==> src/logic/srps_map.svh <==
// Constants for the receiver power-on, reset-release and lock sequencer.
// Assumes a single 250 MHz clock and that every input is already synchronous.
// Function
// - MIPI, PLL and link receiver start in reset.
// - Hot-plug low within 10 us of release.
// - Lock status low within 980 us of training.
// - First video out within 50 us plus frame.
// - First output waits for vertical blanking.
// - Receiver locks and relocks without host action.
// - Lock lost puts MIPI in LP11 within 98 us.
// - After relock video resumes within 50 us.
`ifndef SRPS_MAP_SVH
`define SRPS_MAP_SVH

`define SRPS_CLK_MHZ 250
`define SRPS_LOCK_MAX_US 980
`define SRPS_LOCK_CYCLES (`SRPS_LOCK_MAX_US * `SRPS_CLK_MHZ)
`define SRPS_TIMER_W 18
`define SRPS_HPD_RESET_VAL 1'b1
`define SRPS_LOCK_RESET_VAL 1'b1
`define SRPS_BLOCK_RST_RESET_VAL 1'b1

`endif

==> src/logic/srps_pkg.sv <==
// Types shared by the sequencer and its lock timer.
// Assumes srps_map.svh supplies the numeric constants.
package srps_pkg;

  typedef struct packed {
    logic link_rx;
    logic pll;
    logic mipi;
  } srps_soft_release_type;

  typedef struct packed {
    logic training;
    logic video;
    logic vblank;
    logic signal_lost;
  } srps_link_status_type;

  typedef enum logic [2:0] {
    LOCK_IDLE = 3'b001,
    LOCK_TRAIN = 3'b010,
    LOCK_LOCKED = 3'b100
  } srps_lock_state_type;

  typedef enum logic [2:0] {
    MIPI_RESET = 3'b001,
    MIPI_LP11 = 3'b010,
    MIPI_HS = 3'b100
  } srps_mipi_state_type;

endpackage : srps_pkg

==> src/logic/srps_sequencer.sv <==
// Power-on, reset-release and lock sequencer of the serial-video receiver.
// Assumes all inputs are synchronous to clock and that the host keeps the
// power-on and release ordering that the device relies on.
`timescale 1ns/1ns
`include "srps_map.svh"
module srps_sequencer import srps_pkg::*; #(
  parameter int unsigned LOCK_CYCLES = `SRPS_LOCK_CYCLES
) (
  // Clock and reset
  input wire logic clock,
  input wire logic rstn,
  // Power-down pin, low means power down
  input wire logic chip_power_down_in,
  // Soft reset releases from the host, high means released
  input wire srps_soft_release_type soft_release,
  // Host register access request and grant
  input wire logic access_req,
  output logic access_grant_out,
  // Main link status from the receiver front end
  input wire srps_link_status_type link_status,
  // Block resets, high holds the block in reset
  output logic link_rx_rst_out,
  output logic pll_rst_out,
  output logic mipi_rst_out,
  // Status pins
  output logic hot_plug_detect_out,
  output logic link_lock_status_out,
  // MIPI output state
  output srps_mipi_state_type mipi_state_out,
  output logic mipi_first_done_out
);

  srps_lock_state_type lock_state_reg;
  srps_lock_state_type lock_state_next;
  srps_mipi_state_type mipi_state_next;
  logic lock_timer_done;
  logic link_rx_rst_next;
  logic pll_rst_next;
  logic mipi_rst_next;
  logic hpd_next;
  logic lock_n_next;
  logic first_done_next;
  logic grant_next;

  // A low power-down input acts as a synchronous reset of every state bit.
  wire powered = chip_power_down_in;
  wire rx_active = powered & soft_release.link_rx;
  wire pll_active = powered & soft_release.pll;
  // MIPI leaves reset only once both upstream blocks run, so a host that
  // releases out of order cannot start MIPI on a dead PLL.
  wire mipi_active = rx_active & pll_active & soft_release.mipi;
  wire training_seen = link_status.training & ~link_status.signal_lost;
  wire is_locked = (lock_state_next == LOCK_LOCKED);
  wire video_ok = is_locked & link_status.video;

  // Each block is held in reset until explicitly released.
  assign link_rx_rst_next = ~rx_active;
  assign pll_rst_next = ~pll_active;
  assign mipi_rst_next = ~mipi_active;

  // Hot-plug falls one cycle after the receiver release, far inside 10 us.
  assign hpd_next = ~rx_active;

  srps_timer #(
    .LIMIT(`SRPS_TIMER_W'(LOCK_CYCLES))
  ) u_lock_timer (
    .clock(clock),
    .rstn(rstn),
    .run(rx_active && (lock_state_reg == LOCK_TRAIN) && training_seen),
    .done(lock_timer_done)
  );

  // The receiver retrains by itself after noise; no host step is needed.
  always_comb begin
    lock_state_next = lock_state_reg;
    case (lock_state_reg)
      LOCK_IDLE: begin
        if (training_seen) begin
          lock_state_next = LOCK_TRAIN;
        end
      end
      LOCK_TRAIN: begin
        if (!training_seen) begin
          lock_state_next = LOCK_IDLE;
        end else if (lock_timer_done) begin
          lock_state_next = LOCK_LOCKED;
        end
      end
      LOCK_LOCKED: begin
        if (link_status.signal_lost) begin
          lock_state_next = LOCK_IDLE;
        end
      end
      default: begin
        lock_state_next = LOCK_IDLE;
      end
    endcase
    if (!rx_active) begin
      lock_state_next = LOCK_IDLE;
    end
  end

  assign lock_n_next = ~is_locked;

  // First start after power-on waits for blanking; later restarts do not,
  // since a frame boundary is already known then.
  always_comb begin
    mipi_state_next = mipi_state_out;
    case (mipi_state_out)
      MIPI_RESET: begin
        mipi_state_next = MIPI_LP11;
      end
      MIPI_LP11: begin
        if (video_ok && (mipi_first_done_out || link_status.vblank)) begin
          mipi_state_next = MIPI_HS;
        end
      end
      MIPI_HS: begin
        if (!is_locked) begin
          mipi_state_next = MIPI_LP11;
        end else if (!link_status.video) begin
          mipi_state_next = MIPI_LP11;
        end
      end
      default: begin
        mipi_state_next = MIPI_RESET;
      end
    endcase
    if (!mipi_active) begin
      mipi_state_next = MIPI_RESET;
    end
  end

  assign first_done_next = powered & (mipi_first_done_out | (mipi_state_next == MIPI_HS));
  assign grant_next = powered & access_req;

  // Each register has its own short process so that the reset value and
  // the next-state source of every output can be read side by side.
  // The asynchronous reset only covers the first moments of supply ramp;
  // the power-down pin then keeps the same values through the next-state
  // logic, so both reset paths agree on every output.

  always_ff @(posedge clock or negedge rstn) begin
    if (!rstn) begin
      lock_state_reg <= LOCK_IDLE;
    end else begin
      lock_state_reg <= lock_state_next;
    end
  end

  always_ff @(posedge clock or negedge rstn) begin
    if (!rstn) begin
      mipi_state_out <= MIPI_RESET;
    end else begin
      mipi_state_out <= mipi_state_next;
    end
  end

  // The first-start flag survives lock loss but not power-down, so only a
  // fresh power-on makes MIPI wait for blanking again.
  always_ff @(posedge clock or negedge rstn) begin
    if (!rstn) begin
      mipi_first_done_out <= 1'b0;
    end else begin
      mipi_first_done_out <= first_done_next;
    end
  end

  always_ff @(posedge clock or negedge rstn) begin
    if (!rstn) begin
      link_rx_rst_out <= `SRPS_BLOCK_RST_RESET_VAL;
    end else begin
      link_rx_rst_out <= link_rx_rst_next;
    end
  end

  always_ff @(posedge clock or negedge rstn) begin
    if (!rstn) begin
      pll_rst_out <= `SRPS_BLOCK_RST_RESET_VAL;
    end else begin
      pll_rst_out <= pll_rst_next;
    end
  end

  always_ff @(posedge clock or negedge rstn) begin
    if (!rstn) begin
      mipi_rst_out <= `SRPS_BLOCK_RST_RESET_VAL;
    end else begin
      mipi_rst_out <= mipi_rst_next;
    end
  end

  always_ff @(posedge clock or negedge rstn) begin
    if (!rstn) begin
      hot_plug_detect_out <= `SRPS_HPD_RESET_VAL;
    end else begin
      hot_plug_detect_out <= hpd_next;
    end
  end

  // Lock status is active low, so reset shows the unlocked level.
  always_ff @(posedge clock or negedge rstn) begin
    if (!rstn) begin
      link_lock_status_out <= `SRPS_LOCK_RESET_VAL;
    end else begin
      link_lock_status_out <= lock_n_next;
    end
  end

  always_ff @(posedge clock or negedge rstn) begin
    if (!rstn) begin
      access_grant_out <= 1'b0;
    end else begin
      access_grant_out <= grant_next;
    end
  end

endmodule : srps_sequencer

==> src/logic/srps_timer.sv <==
// Run-length timer: raises done once run has stayed high for LIMIT-1 cycles.
// Assumes run falls to restart the count; done is a registered level.
`timescale 1ns/1ns
`include "srps_map.svh"
module srps_timer import srps_pkg::*; #(
  parameter logic [`SRPS_TIMER_W-1:0] LIMIT = `SRPS_TIMER_W'(`SRPS_LOCK_CYCLES)
) (
  // Clock and reset
  input wire logic clock,
  input wire logic rstn,
  // Control
  input wire logic run,
  output logic done
);

  logic [`SRPS_TIMER_W-1:0] count_reg;
  logic [`SRPS_TIMER_W-1:0] count_next;
  logic done_next;
  wire at_end = (count_reg >= LIMIT - `SRPS_TIMER_W'(2));

  // The count stops at its end so a long stall cannot wrap it back to zero.
  assign count_next = !run ? '0 : (at_end ? count_reg : count_reg + `SRPS_TIMER_W'(1));
  assign done_next = run & at_end;

  always_ff @(posedge clock or negedge rstn) begin
    if (!rstn) begin
      count_reg <= '0;
      done <= 1'b0;
    end else begin
      count_reg <= count_next;
      done <= done_next;
    end
  end

endmodule : srps_timer

==> config.mk <==
export PLATFORM = sky130hd
export DESIGN_NAME = srps_sequencer
export DESIGN_NICKNAME = d
export VERILOG_FILES = /design/src/logic/srps_pkg.sv /design/src/logic/srps_sequencer.sv /design/src/logic/srps_timer.sv
export VERILOG_INCLUDE_DIRS = /design/src /design/src/logic
export SDC_FILE = /design/constraint.sdc
export NUM_CORES = 1
export LEC_CHECK = 0
export BUFFER_PORTS_ARGS = -buffer_cell sky130_fd_sc_hd__buf_2
export CORE_MARGIN = 5
export CORE_UTILIZATION = 57
export DETAILED_ROUTE_END_ITERATION = 7
export GPL_ROUTABILITY_DRIVEN = 1
export PLACE_DENSITY_LB_ADDON = 0.25
export SLEW_MARGIN = 20
export SYNTH_ARGS = -nofsm -noshare
export SYNTH_HDL_FRONTEND = slang
export SYNTH_SLANG_ARGS = --single-unit
==> constraint.sdc <==
create_clock -name clock -period 2.2 [get_ports clock]
set_input_delay 0.22 -clock clock [delete_from_list [all_inputs] [get_ports clock]]
set_output_delay 0.22 -clock clock [all_outputs]
set_load 0.005 [all_outputs]
-- Word-level counts from Yosys, hierarchy flattened
Index checks and enable logic that the tools add are counted.
- flip-flop bits (word level): 31
- output and inout bits: 10
- word-level logic and storage cells: 53
- $add $sub $neg: 1
- order comparisons: 1
- equality and inequality tests: 9
- muxes and demuxes: 13
- bitwise operators: 15
- reductions and logical operators: 4
- operator list (operator ; count):
    18-bit two-way mux ; 2
    3-bit two-way mux ; 9
    18-bit by 1-bit adder with 18-bit output, second input constant ; 1
    18-bit >= comparator, second input constant ; 1
    3-bit one-hot mux with 3 select lines ; 2
    3-bit == test, second input constant ; 4
    1-bit bitwise AND ; 9
    3-bit by 1-bit == test with 1-bit output, second input constant ; 2
    3-bit by 2-bit == test with 1-bit output, second input constant ; 2
    1-bit inverter ; 5
    1-bit logical AND ; 3
    2-bit inequality test, second input constant ; 1
    1-bit logical OR ; 1
    1-bit bitwise OR ; 1

-- Longest topological paths before layout
Gate-level depths: netlist of the first run.
- depth after elaboration: 14
- mapped depth: 8
- gate-level depth less buffers: 7

-- Cells and area by module
From an unflattened synthesis of the first run, not the netlist that was laid out.
- cells, all modules: 168
- area total of the unflattened synthesis: 1731.7 um^2
- by module, submodules not included (module ; instances ; cells an instance ; area an instance (um^2)):
    srps_timer ; 1 ; 120 ; 1139.8
    srps_sequencer ; 1 ; 48 ; 591.8

-- Worst setup path before layout of the first run
Ideal clock, no wire load.
- path type: flip-flop to flip-flop
- from: register u_lock_timer.count_reg[10]
- to: register u_lock_timer.count_reg[9]
- library setup time: 0.125 ns
- arrival: 1.596 ns
- data required time: 2.075 ns
- slack: 0.479 ns
- stages on the path, launching flop included: 6
- buffers on the path: 0
- cell sequence: dfrtp_1 a41oi_1 nor4b_4 a21oi_1 nand2_1 mux2_2
- cells in the longest elaborated chain, start to end: 2
- RTL lines (element ; line ; source):
    start, declared ; srps_timer.sv:16 ; logic [`SRPS_TIMER_W-1:0] count_reg;
    start signal, assigned ; srps_timer.sv:30 ; count_reg <= count_next;
    18-bit >= comparator ; srps_timer.sv:19 ; wire at_end = (count_reg >= LIMIT - `SRPS_TIMER_W'(2));
    2-bit inequality test (no line) ; - ;
No other way between the ends.
A chain may end at the register's enable or synchronous reset.

-- Worst setup path in the final report of the first run
- from: register u_lock_timer.count_reg[0]
- to: register u_lock_timer.count_reg[11]
- cells in the longest elaborated chain, start to end: 3
- RTL lines (element ; line ; source):
    18-bit by 1-bit adder with 18-bit output ; srps_timer.sv:22 ; assign count_next = !run ? '0 : (at_end ? count_reg : count_reg + `SRPS_TIMER_W'(1));
    18-bit two-way mux (2 in a row) ; srps_timer.sv:22 ;
Several ways; a longest one is shown, not always the timed one. The select of a mux whose other input is x is not followed.

==> run summary, run 1 <==
Y dimension of the die -> 64.0 um
Filler instances -> 210
CP endpoint kind -> flop
Core area -> 2780 um^2
Worst Skew -> 4.47 ps
Via count -> 1243
Most used routing layer -> met2
Final Cycle Share -> 91.7%
Setup TNS -> 0 ps
Avg Cell Area, Syn -> 10.5 um^2
Total track usage -> 17.3%
Crit path max-delay family -> compound AO/OA/AOI/OAI gates
# nets final -> 196
Number of synthesized flops with an enable pin -> 0
Clock sink total -> 31
M1 GR Usage -> 22.1%
Cell area after synthesis -> 1660 um^2
Kind of critical path -> reg2reg
Most frequent cells in the layout -> nor2_1, dfrtp_1, buf_2
Vias per inst -> 5.78
Max-capacitance violation count -> 0
Die area -> 4090 um^2
Cell Pwr Density -> 539 nW/um^2
Row count -> 19
Reg2Reg Setup Slack -> 180 ps
Final WL -> 3180 um
Ratio of cells with drive above 1 in the final layout -> 29.3%
Drt wl/cell -> 14.8 um
Syn Inst Count -> 158
Iteration-0 DRC count of the detailed router -> 67
Antenna cells -> 0
Grt total ovfl -> 0
Post-detail-place hpwl -> 2330 um
Fin area -> 1860 um^2
Final GP Congestion -> 0.852
First-pass detailed-route iteration total -> 4
Ys async rst share -> 100%
CP arrival -> 2250 ps
Seq. cell area -> 783 um^2
Status -> finished, final reports clean
Clock transition at path regs -> 90 ps
LEAKAGE -> 0.753 nW
IO Count -> 21
Max Freq -> 0.496 GHz
Placed cell areas -> 1780 um^2
Slowest CP cell -> a2111oi_2
CP bufs+invs -> 1
Critical Path RT -> 2430 ps
TritonCTS clock tree -> built
Crit path time final -> 2020 ps
CP Cell Sequence -> inv_1 > ha_1 > o21ai_0 > nand3_2 > a2111oi_2 > xnor2_1 > nor2_1
Syn nets -> 171
Syn-to-layout area delta -> 11.9%
Slew headroom -> 55.5%
Critical path peak fanout -> 10
RSZ-0062 raised after global routing -> no
Sequential area share after synthesis -> 47.2%
Final setup violating endpoints -> 0
Post-CTS sizing -> 0
Die Wd -> 64.0 um
Maximum VDD drop -> 0.000522 V
Final Max Tran Viols -> 0
FF+latch count, synth -> 31
GR Layer Usage met2 -> 27.6%
Area occupied by multi-input gates -> 808 um^2
Clock tree buffer depth -> 2
First-pass GRT wire length -> 5640 um
Pin count of the biggest net entering global routing -> 32
Top_reg_cell synth -> dfrtp_1
Port Buf Inserts -> 20
Slowest stage delay, CP -> 490 ps
Worst Tran Pin Value -> 668 ps
Startpoint types -> flop
Clk_lat worst skew -> 330 ps
Hold Path Class -> in2reg
Initial antenna violation count -> 0
M3 GR Usage -> 6.30%
H-tree Lvls -> 2
CTS root buffer -> clkbuf_4
Final hold viol count -> 0
Final ANT Viol Nets -> 0
Vias in the first global route -> 1233
Syn. warnings -> 0
DRC -> 0
Final Util -> 66.8%
Cell variety after synth -> 43
CTS Buf Count -> 5
Max reg flops -> 18
Starting Density -> 59.7%
final timing paths:
path,startpoint,endpoint,cells past startpoint
min in group asynchronous,rstn,lock_state_reg[1],2
max in group asynchronous,rstn,mipi_state_out[1],2
worst max register to register,u_lock_timer.count_reg[0],u_lock_timer.count_reg[11],7
worst min register to register,lock_state_reg[2],lock_state_reg[1],1
worst min-delay path,soft_release[1],pll_rst_out,2
worst max-delay path,u_lock_timer.count_reg[0],u_lock_timer.count_reg[11],7
per-layer routing:
metal  wire length (um)  vias up  part of all wire (%)
li1                   -      600                     -
met1               1380      607                    43
met5                  0        -                     0
met4                 37        0                   1.2
met3                162        5                   5.1
met2               1600       31                    50
what timing repair did:
item,CTS,global route
endpoints found under the hold margin,25,0
hold buffers,1,0
setup endpoints to repair,0,0
buffers inserted,0,0
synth_stat cells, types with 2 or more instances:
master / number / area [um^2]
dfrtp_1: 25 / 626
nor2_1: 25 / 93.8
xnor2_1: 15 / 131
a21oi_1: 8 / 40.0
nand2_1: 7 / 26.3
dfstp_2: 6 / 158
inv_1: 6 / 22.5
nand3_1: 6 / 30.0
a211oi_2: 5 / 62.6
nand4_1: 5 / 31.3
nor3_1: 4 / 20.0
o21ai_0: 4 / 20.0
and4_1: 3 / 26.3
nand2b_1: 3 / 18.8
a2111oi_2: 2 / 30.0
buf_6: 2 / 22.5
clkbuf_1: 2 / 7.51
ha_1: 2 / 25.0
nand3_2: 2 / 20.0
nor2b_1: 2 / 12.5
nor4_2: 2 / 25.0
stage by stage:
stage          total power (W)  cells  setup WS, ps  hold slack (ps)
5_1_grt                0.00105    215          37.8             18.6
6_report               0.00100    215           183             22.6
4_1_cts                0.00102    215           168             4.83
3_5_place_dp          0.000634    206           214              294
3_3_place_gp          0.000632    206           350              283
2_1_floorplan         0.000606    158           479            -75.6
where the power goes:
part	switching (W)	internal [W]
Clock	0.000191	0.000188
Sequential	0.00000389	0.000577
Combinational	0.0000246	0.0000175
Total	0.000219	0.000783
kinds of logic after synthesis:
family | Yosys count | synth area share, %
buffers and inverters | 13 | 4.14
muxes | 2 | 1.28
AOI/OAI and AO/OA | 27 | 14.3
xor gates and xnor gates | 16 | 8.44
and+or+nand+nor | 67 | 23.1
adders and majority gates | 2 | 1.51
DFF | 31 | 47.2
area by class of cell:
type / instances / area share [%]
multi-input combinational: 114 / 43.5
clock buffer: 8 / 3.70
tap: 31 / 2.09
inverter: 7 / 1.41
sequential: 31 / 42.2
timing repair buffer: 24 / 7.14
Note: power is estimated with default switching activity, not from simulation.
==> run 2: changes to the inputs <==
--- a/config.mk
+++ b/config.mk
@@ -8,10 +8,11 @@
 export LEC_CHECK = 0
 export BUFFER_PORTS_ARGS = -buffer_cell sky130_fd_sc_hd__buf_2
 export CORE_MARGIN = 5
-export CORE_UTILIZATION = 57
+export CORE_UTILIZATION = 56
 export DETAILED_ROUTE_END_ITERATION = 7
 export GPL_ROUTABILITY_DRIVEN = 1
 export PLACE_DENSITY_LB_ADDON = 0.25
+export RECOVER_POWER = 25
 export SLEW_MARGIN = 20
 export SYNTH_ARGS = -nofsm -noshare
 export SYNTH_HDL_FRONTEND = slang
==> run 2 against run 1 <==
Compared with the run above:
- fmax grew 5.2%
- cell count grew 0.47%
- sequential power is essentially flat
- clock skew shrank 2.0 ps
- first-iteration DRC count grew 43%
- flip-flop and latch count is the same
- largest cell class unchanged
==> run summary, run 2 (same netlist as run 1, synthesis figures left out) <==
Status -> finished, final reports clean
Grt total ovfl -> 0
Layout Cells excl Fill -> 216
Clock sink total -> 31
Max-capacitance violation count -> 0
First-pass GRT wire length -> 5780 um
CP bufs+invs -> 1
LEAKAGE -> 0.755 nW
Pin count of the biggest net entering global routing -> 32
Total track usage -> 18.0%
CTS Buf Count -> 5
Startpoint types -> flop
Final Cycle Share -> 87.1%
RSZ-0062 raised after global routing -> no
Placed cells -> 207
Iteration-0 DRC count of the detailed router -> 96
Post-CTS Setup Bufs -> 0
H-tree Lvls -> 2
Drt wl/cell -> 15.5 um
Final GP Congestion -> 0.854
Final ANT Viol Nets -> 0
DRC -> 0
Worst Skew -> 2.50 ps
Die Wd -> 64.5 um
Via count -> 1261
Max Freq -> 0.522 GHz
Core area -> 2810 um^2
IO Count -> 21
Initial antenna violation count -> 0
Critical Path RT -> 2420 ps
Row count -> 19
Crit path time final -> 1920 ps
Ratio of cells with drive above 1 in the final layout -> 29.2%
Maximum VDD drop -> 0.000426 V
Vias per inst -> 5.84
Clk_lat worst skew -> 330 ps
Kind of critical path -> reg2reg
Critical path peak fanout -> 8
Hold Buf Count CTS -> 1
Worst Tran Pin Value -> 678 ps
CP endpoint kind -> flop
Final Max Tran Viols -> 0
Final hold viol count -> 0
Y dimension of the die -> 64.5 um
Slew headroom -> 54.8%
Starting Density -> 59.2%
Port Buf Inserts -> 20
Slowest stage delay, CP -> 470 ps
Die area -> 4150 um^2
# nets final -> 197
CP arrival -> 2140 ps
Crit path max-delay family -> compound AO/OA/AOI/OAI gates
Post-detail-place hpwl -> 2440 um
Slowest CP cell -> a2111oi_2
Clock tree buffer depth -> 2
Setup TNS -> 0 ps
TritonCTS clock tree -> built
Max reg flops -> 18
R2r worst-path depth -> 7
Antenna cells -> 0
Most frequent cells in the layout -> nor2_1, dfrtp_1, buf_2
Vias in the first global route -> 1320
Final setup violating endpoints -> 0
Clock transition at path regs -> 90 ps
Hold Path Class -> in2reg
Stages on the worst setup path -> 7
Post-CTS sizing -> 0
Hold path cells -> 2
CP Cell Sequence -> inv_1 > ha_1 > o21ai_0 > nand3_2 > a2111oi_2 > xnor2_1 > nor2_1
Cell Pwr Density -> 539 nW/um^2
Hold_ws -> 22.7 ps
Final WL -> 3340 um
First-pass detailed-route iteration total -> 4
Syn-to-layout area delta -> 12.3%
CTS root buffer -> clkbuf_4
run 2: report_power, final:
group          total [W]  internal (W)  switching, W
sequential      0.000581      0.000577    0.00000401
combinational  0.0000428     0.0000172     0.0000256
clock           0.000381      0.000188      0.000193
run 2: worst register-to-register path, delay by kind of cell, from the launching register on:
family	cells	cell delay (ps)
AOI/OAI and AO/OA	2	650
buffers and inverters	1	70
DFF	1	450
and+or+nand+nor	2	280
adders and majority gates	1	190
xor gates and xnor gates	1	170
run 2: area by class of cell:
class / count / area, um^2
timing repair buffer: 25 / 139
tap: 31 / 38.8
clock buffer: 8 / 68.8
multi-input combinational: 114 / 808
inverter: 7 / 26.3
fill: 219 / 941
sequential: 31 / 783
run 2: through the flow:
step	area, um^2	utilization (%)	total power (W)	setup WS [ps]
finish	1860	66.5	0.00101	283
global route	1860	66.5	0.00106	105
floorplan	1660	-	0.000606	479
CTS	1870	66.5	0.00102	266
global placement	1790	63.7	0.000632	380
detailed placement	1790	63.7	0.000635	281
run 2: layer usage:
metal | track usage [%] | vias to the layer above | part of all wire, %
li1 | - | 604 | -
met1 | 21.0 | 618 | 43
met2 | 30.3 | 32 | 51
met3 | 6.39 | 7 | 4.0
met4 | 7.65 | 0 | 1.9
met5 | 0 | - | 0
run 2: final timing paths:
path | slack [ps] | endpoint | startpoint
setup / recovery | 280 | u_lock_timer.count_reg[13] | u_lock_timer.count_reg[0]
hold / removal | 20 | pll_rst_out | soft_release[1]
hold reg to reg | 510 | lock_state_reg[1] | lock_state_reg[2]
min in group asynchronous | 450 | lock_state_reg[1] | rstn
max in group asynchronous | 1310 | u_lock_timer.count_reg[3] | rstn
setup reg to reg | 280 | u_lock_timer.count_reg[13] | u_lock_timer.count_reg[0]
==> run 3: changes to the inputs <==
--- a/config.mk
+++ b/config.mk
@@ -13,6 +13,7 @@
 export GPL_ROUTABILITY_DRIVEN = 1
 export PLACE_DENSITY_LB_ADDON = 0.25
 export RECOVER_POWER = 25
+export SETUP_SLACK_MARGIN = 0.5
 export SLEW_MARGIN = 20
 export SYNTH_ARGS = -nofsm -noshare
 export SYNTH_HDL_FRONTEND = slang
==> run 3 against run 2 <==
Compared with the run above:
- clock power up 21%
- largest power group unchanged
- global-route usage is 2.1 points higher
- core utilization grew 10 points
- critical path type unchanged
- highest routed layer unchanged
- critical endpoint is now u_lock_timer.count_reg[9]
- clock-buffer cell count down 2
==> run summary, run 3 (same netlist as run 1, synthesis figures left out) <==
Crit path time final -> 1730 ps
First-pass detailed-route iteration total -> 4
Clock tree buffer depth -> 2
CP endpoint kind -> flop
Initial antenna violation count -> 0
Iteration-0 DRC count of the detailed router -> 73
Die area -> 4150 um^2
RSZ-0062 raised after global routing -> yes
Total track usage -> 20.2%
Max Freq -> 0.576 GHz
Grt total ovfl -> 0
Final ANT Viol Nets -> 0
Status -> finished, final reports clean
Via count -> 1320
Final hold viol count -> 0
Critical path peak fanout -> 6
Port Buf Inserts -> 20
Critical Path RT -> 2420 ps
Pin count of the biggest net entering global routing -> 32
Most common cell after layout, fill and taps aside -> nor2_1
Clock transition at path regs -> 100 ps
Row count -> 19
CTS Buf Count -> 5
Slew headroom -> 54.9%
# nets final -> 217
Worst Skew -> 10.0 ps
Vias per inst -> 5.59
Antenna cells -> 0
Setup TNS -> 0 ps
Final Cycle Share -> 78.9%
Ratio of cells with drive above 1 in the final layout -> 42.4%
Kind of critical path -> reg2reg
CP arrival -> 1950 ps
Final setup violating endpoints -> 0
Final GP Congestion -> 0.809
Clk_lat worst skew -> 330 ps
First-pass GRT wire length -> 6460 um
Die Wd -> 64.5 um
Hold Path Class -> in2reg
Worst Tran Pin Value -> 676 ps
IO Count -> 21
Clock sink total -> 31
Startpoint types -> flop
Most frequent cells in the layout -> nor2_1, dfrtp_1, buf_4
Vias in the first global route -> 1376
DRC -> 0
Max reg flops -> 18
Y dimension of the die -> 64.5 um
Filler instances -> 192
CTS root buffer -> clkbuf_4
Final Max Tran Viols -> 0
Setup WS post-layout -> 465 ps
Drt wl/cell -> 15.7 um
Starting Density -> 59.2%
Cell Pwr Density -> 506 nW/um^2
LEAKAGE -> 0.889 nW
Syn-to-layout area delta -> 29.4%
Max-capacitance violation count -> 0
Maximum VDD drop -> 0.000524 V
TritonCTS clock tree -> built
Pre-CTS setup slack -> 236 ps
Core area -> 2810 um^2
Final WL -> 3710 um
H-tree Lvls -> 2
Post-detail-place hpwl -> 2220 um
run 3: cell types whose count changed in the layout (fill, tap and decap cells not counted), moves of 2 or more:
cell | before | now
a21oi_1 | 8 | 4
dfrtp_2 | 0 | 4
dfrtp_1 | 25 | 21
buf_6 | 0 | 2
a2111oi_4 | 1 | 3
buf_4 | 4 | 21
a2111oi_2 | 2 | 0
nor4_2 | 2 | 0
a21oi_2 | 1 | 4
nor4_4 | 0 | 2
run 3: report_power, final:
part | internal, W | switching, W | total (W)
clock network | 0.000268 | 0.000193 | 0.000462
logic | 0.0000187 | 0.0000256 | 0.0000443
registers | 0.000577 | 0.00000369 | 0.000581
total | 0.000865 | 0.000223 | 0.00109
run 3: cell type report:
class | instances | area [um^2] | share of cell area, %
clock buffer | 6 | 51.3 | 2.39
clock inverter | 2 | 35.0 | 1.63
inverter | 7 | 26.3 | 1.22
multi-input combinational | 114 | 911 | 42.4
sequential | 31 | 788 | 36.7
tap | 31 | 38.8 | 1.81
timing repair buffer | 45 | 298 | 13.9
run 3: worst paths after layout:
| path | start | end | slack, ps | depth (start not counted) |
|---|---|---|---|---|
| worst max-delay path | u_lock_timer.count_reg[2] | u_lock_timer.count_reg[9] | 470 | 5 |
| worst min-delay path | soft_release[2] | hot_plug_detect_out | 100 | 2 |
| worst max register to register | u_lock_timer.count_reg[2] | u_lock_timer.count_reg[9] | 470 | 5 |
| worst min register to register | lock_state_reg[2] | lock_state_reg[1] | 500 | 1 |
| max in group asynchronous | rstn | u_lock_timer.count_reg[6] | 1240 | 2 |
| min in group asynchronous | rstn | lock_state_reg[1] | 470 | 2 |
run 3: layer usage:
metal  track usage, %  up-vias  wire (um)
li1                 -      648          -
met1             25.6      646       1680
met2             33.2       22       1880
met3             6.91        4        115
met4             5.28        0         37
met5                0        -          0
run 3: worst max-delay path, cell delays in order (launching register included):
cell and delay [ps]:
dfrtp_1 460, and3_2 300, nand3_2 240, a21oi_1 260, nand2_1 90, mux2_2 280
run 3: what timing repair did:
action,in CTS,in global routing
gates resized for setup,12,12
pin swaps,4,14
setup endpoints to repair,18,17
hold buffers,1,1
setup buffers,15,5
endpoints found under the hold margin,25,1
run 3: per-stage QoR:
| step | std cells | util [%] | hold slack [ps] | area, um^2 | total power (W) |
|---|---|---|---|---|---|
| after floorplan | 158 | - | -75.6 | 1660 | 0.000606 |
| after global placement | 206 | 63.4 | 290 | 1780 | 0.000632 |
| after detailed placement | 206 | 63.4 | 297 | 1780 | 0.000634 |
| after CTS | 230 | 73.0 | 8.23 | 2050 | 0.00110 |
| after global routing | 236 | 76.6 | 74.2 | 2150 | 0.00115 |
| final | 236 | 76.6 | 100 | 2150 | 0.00109 |
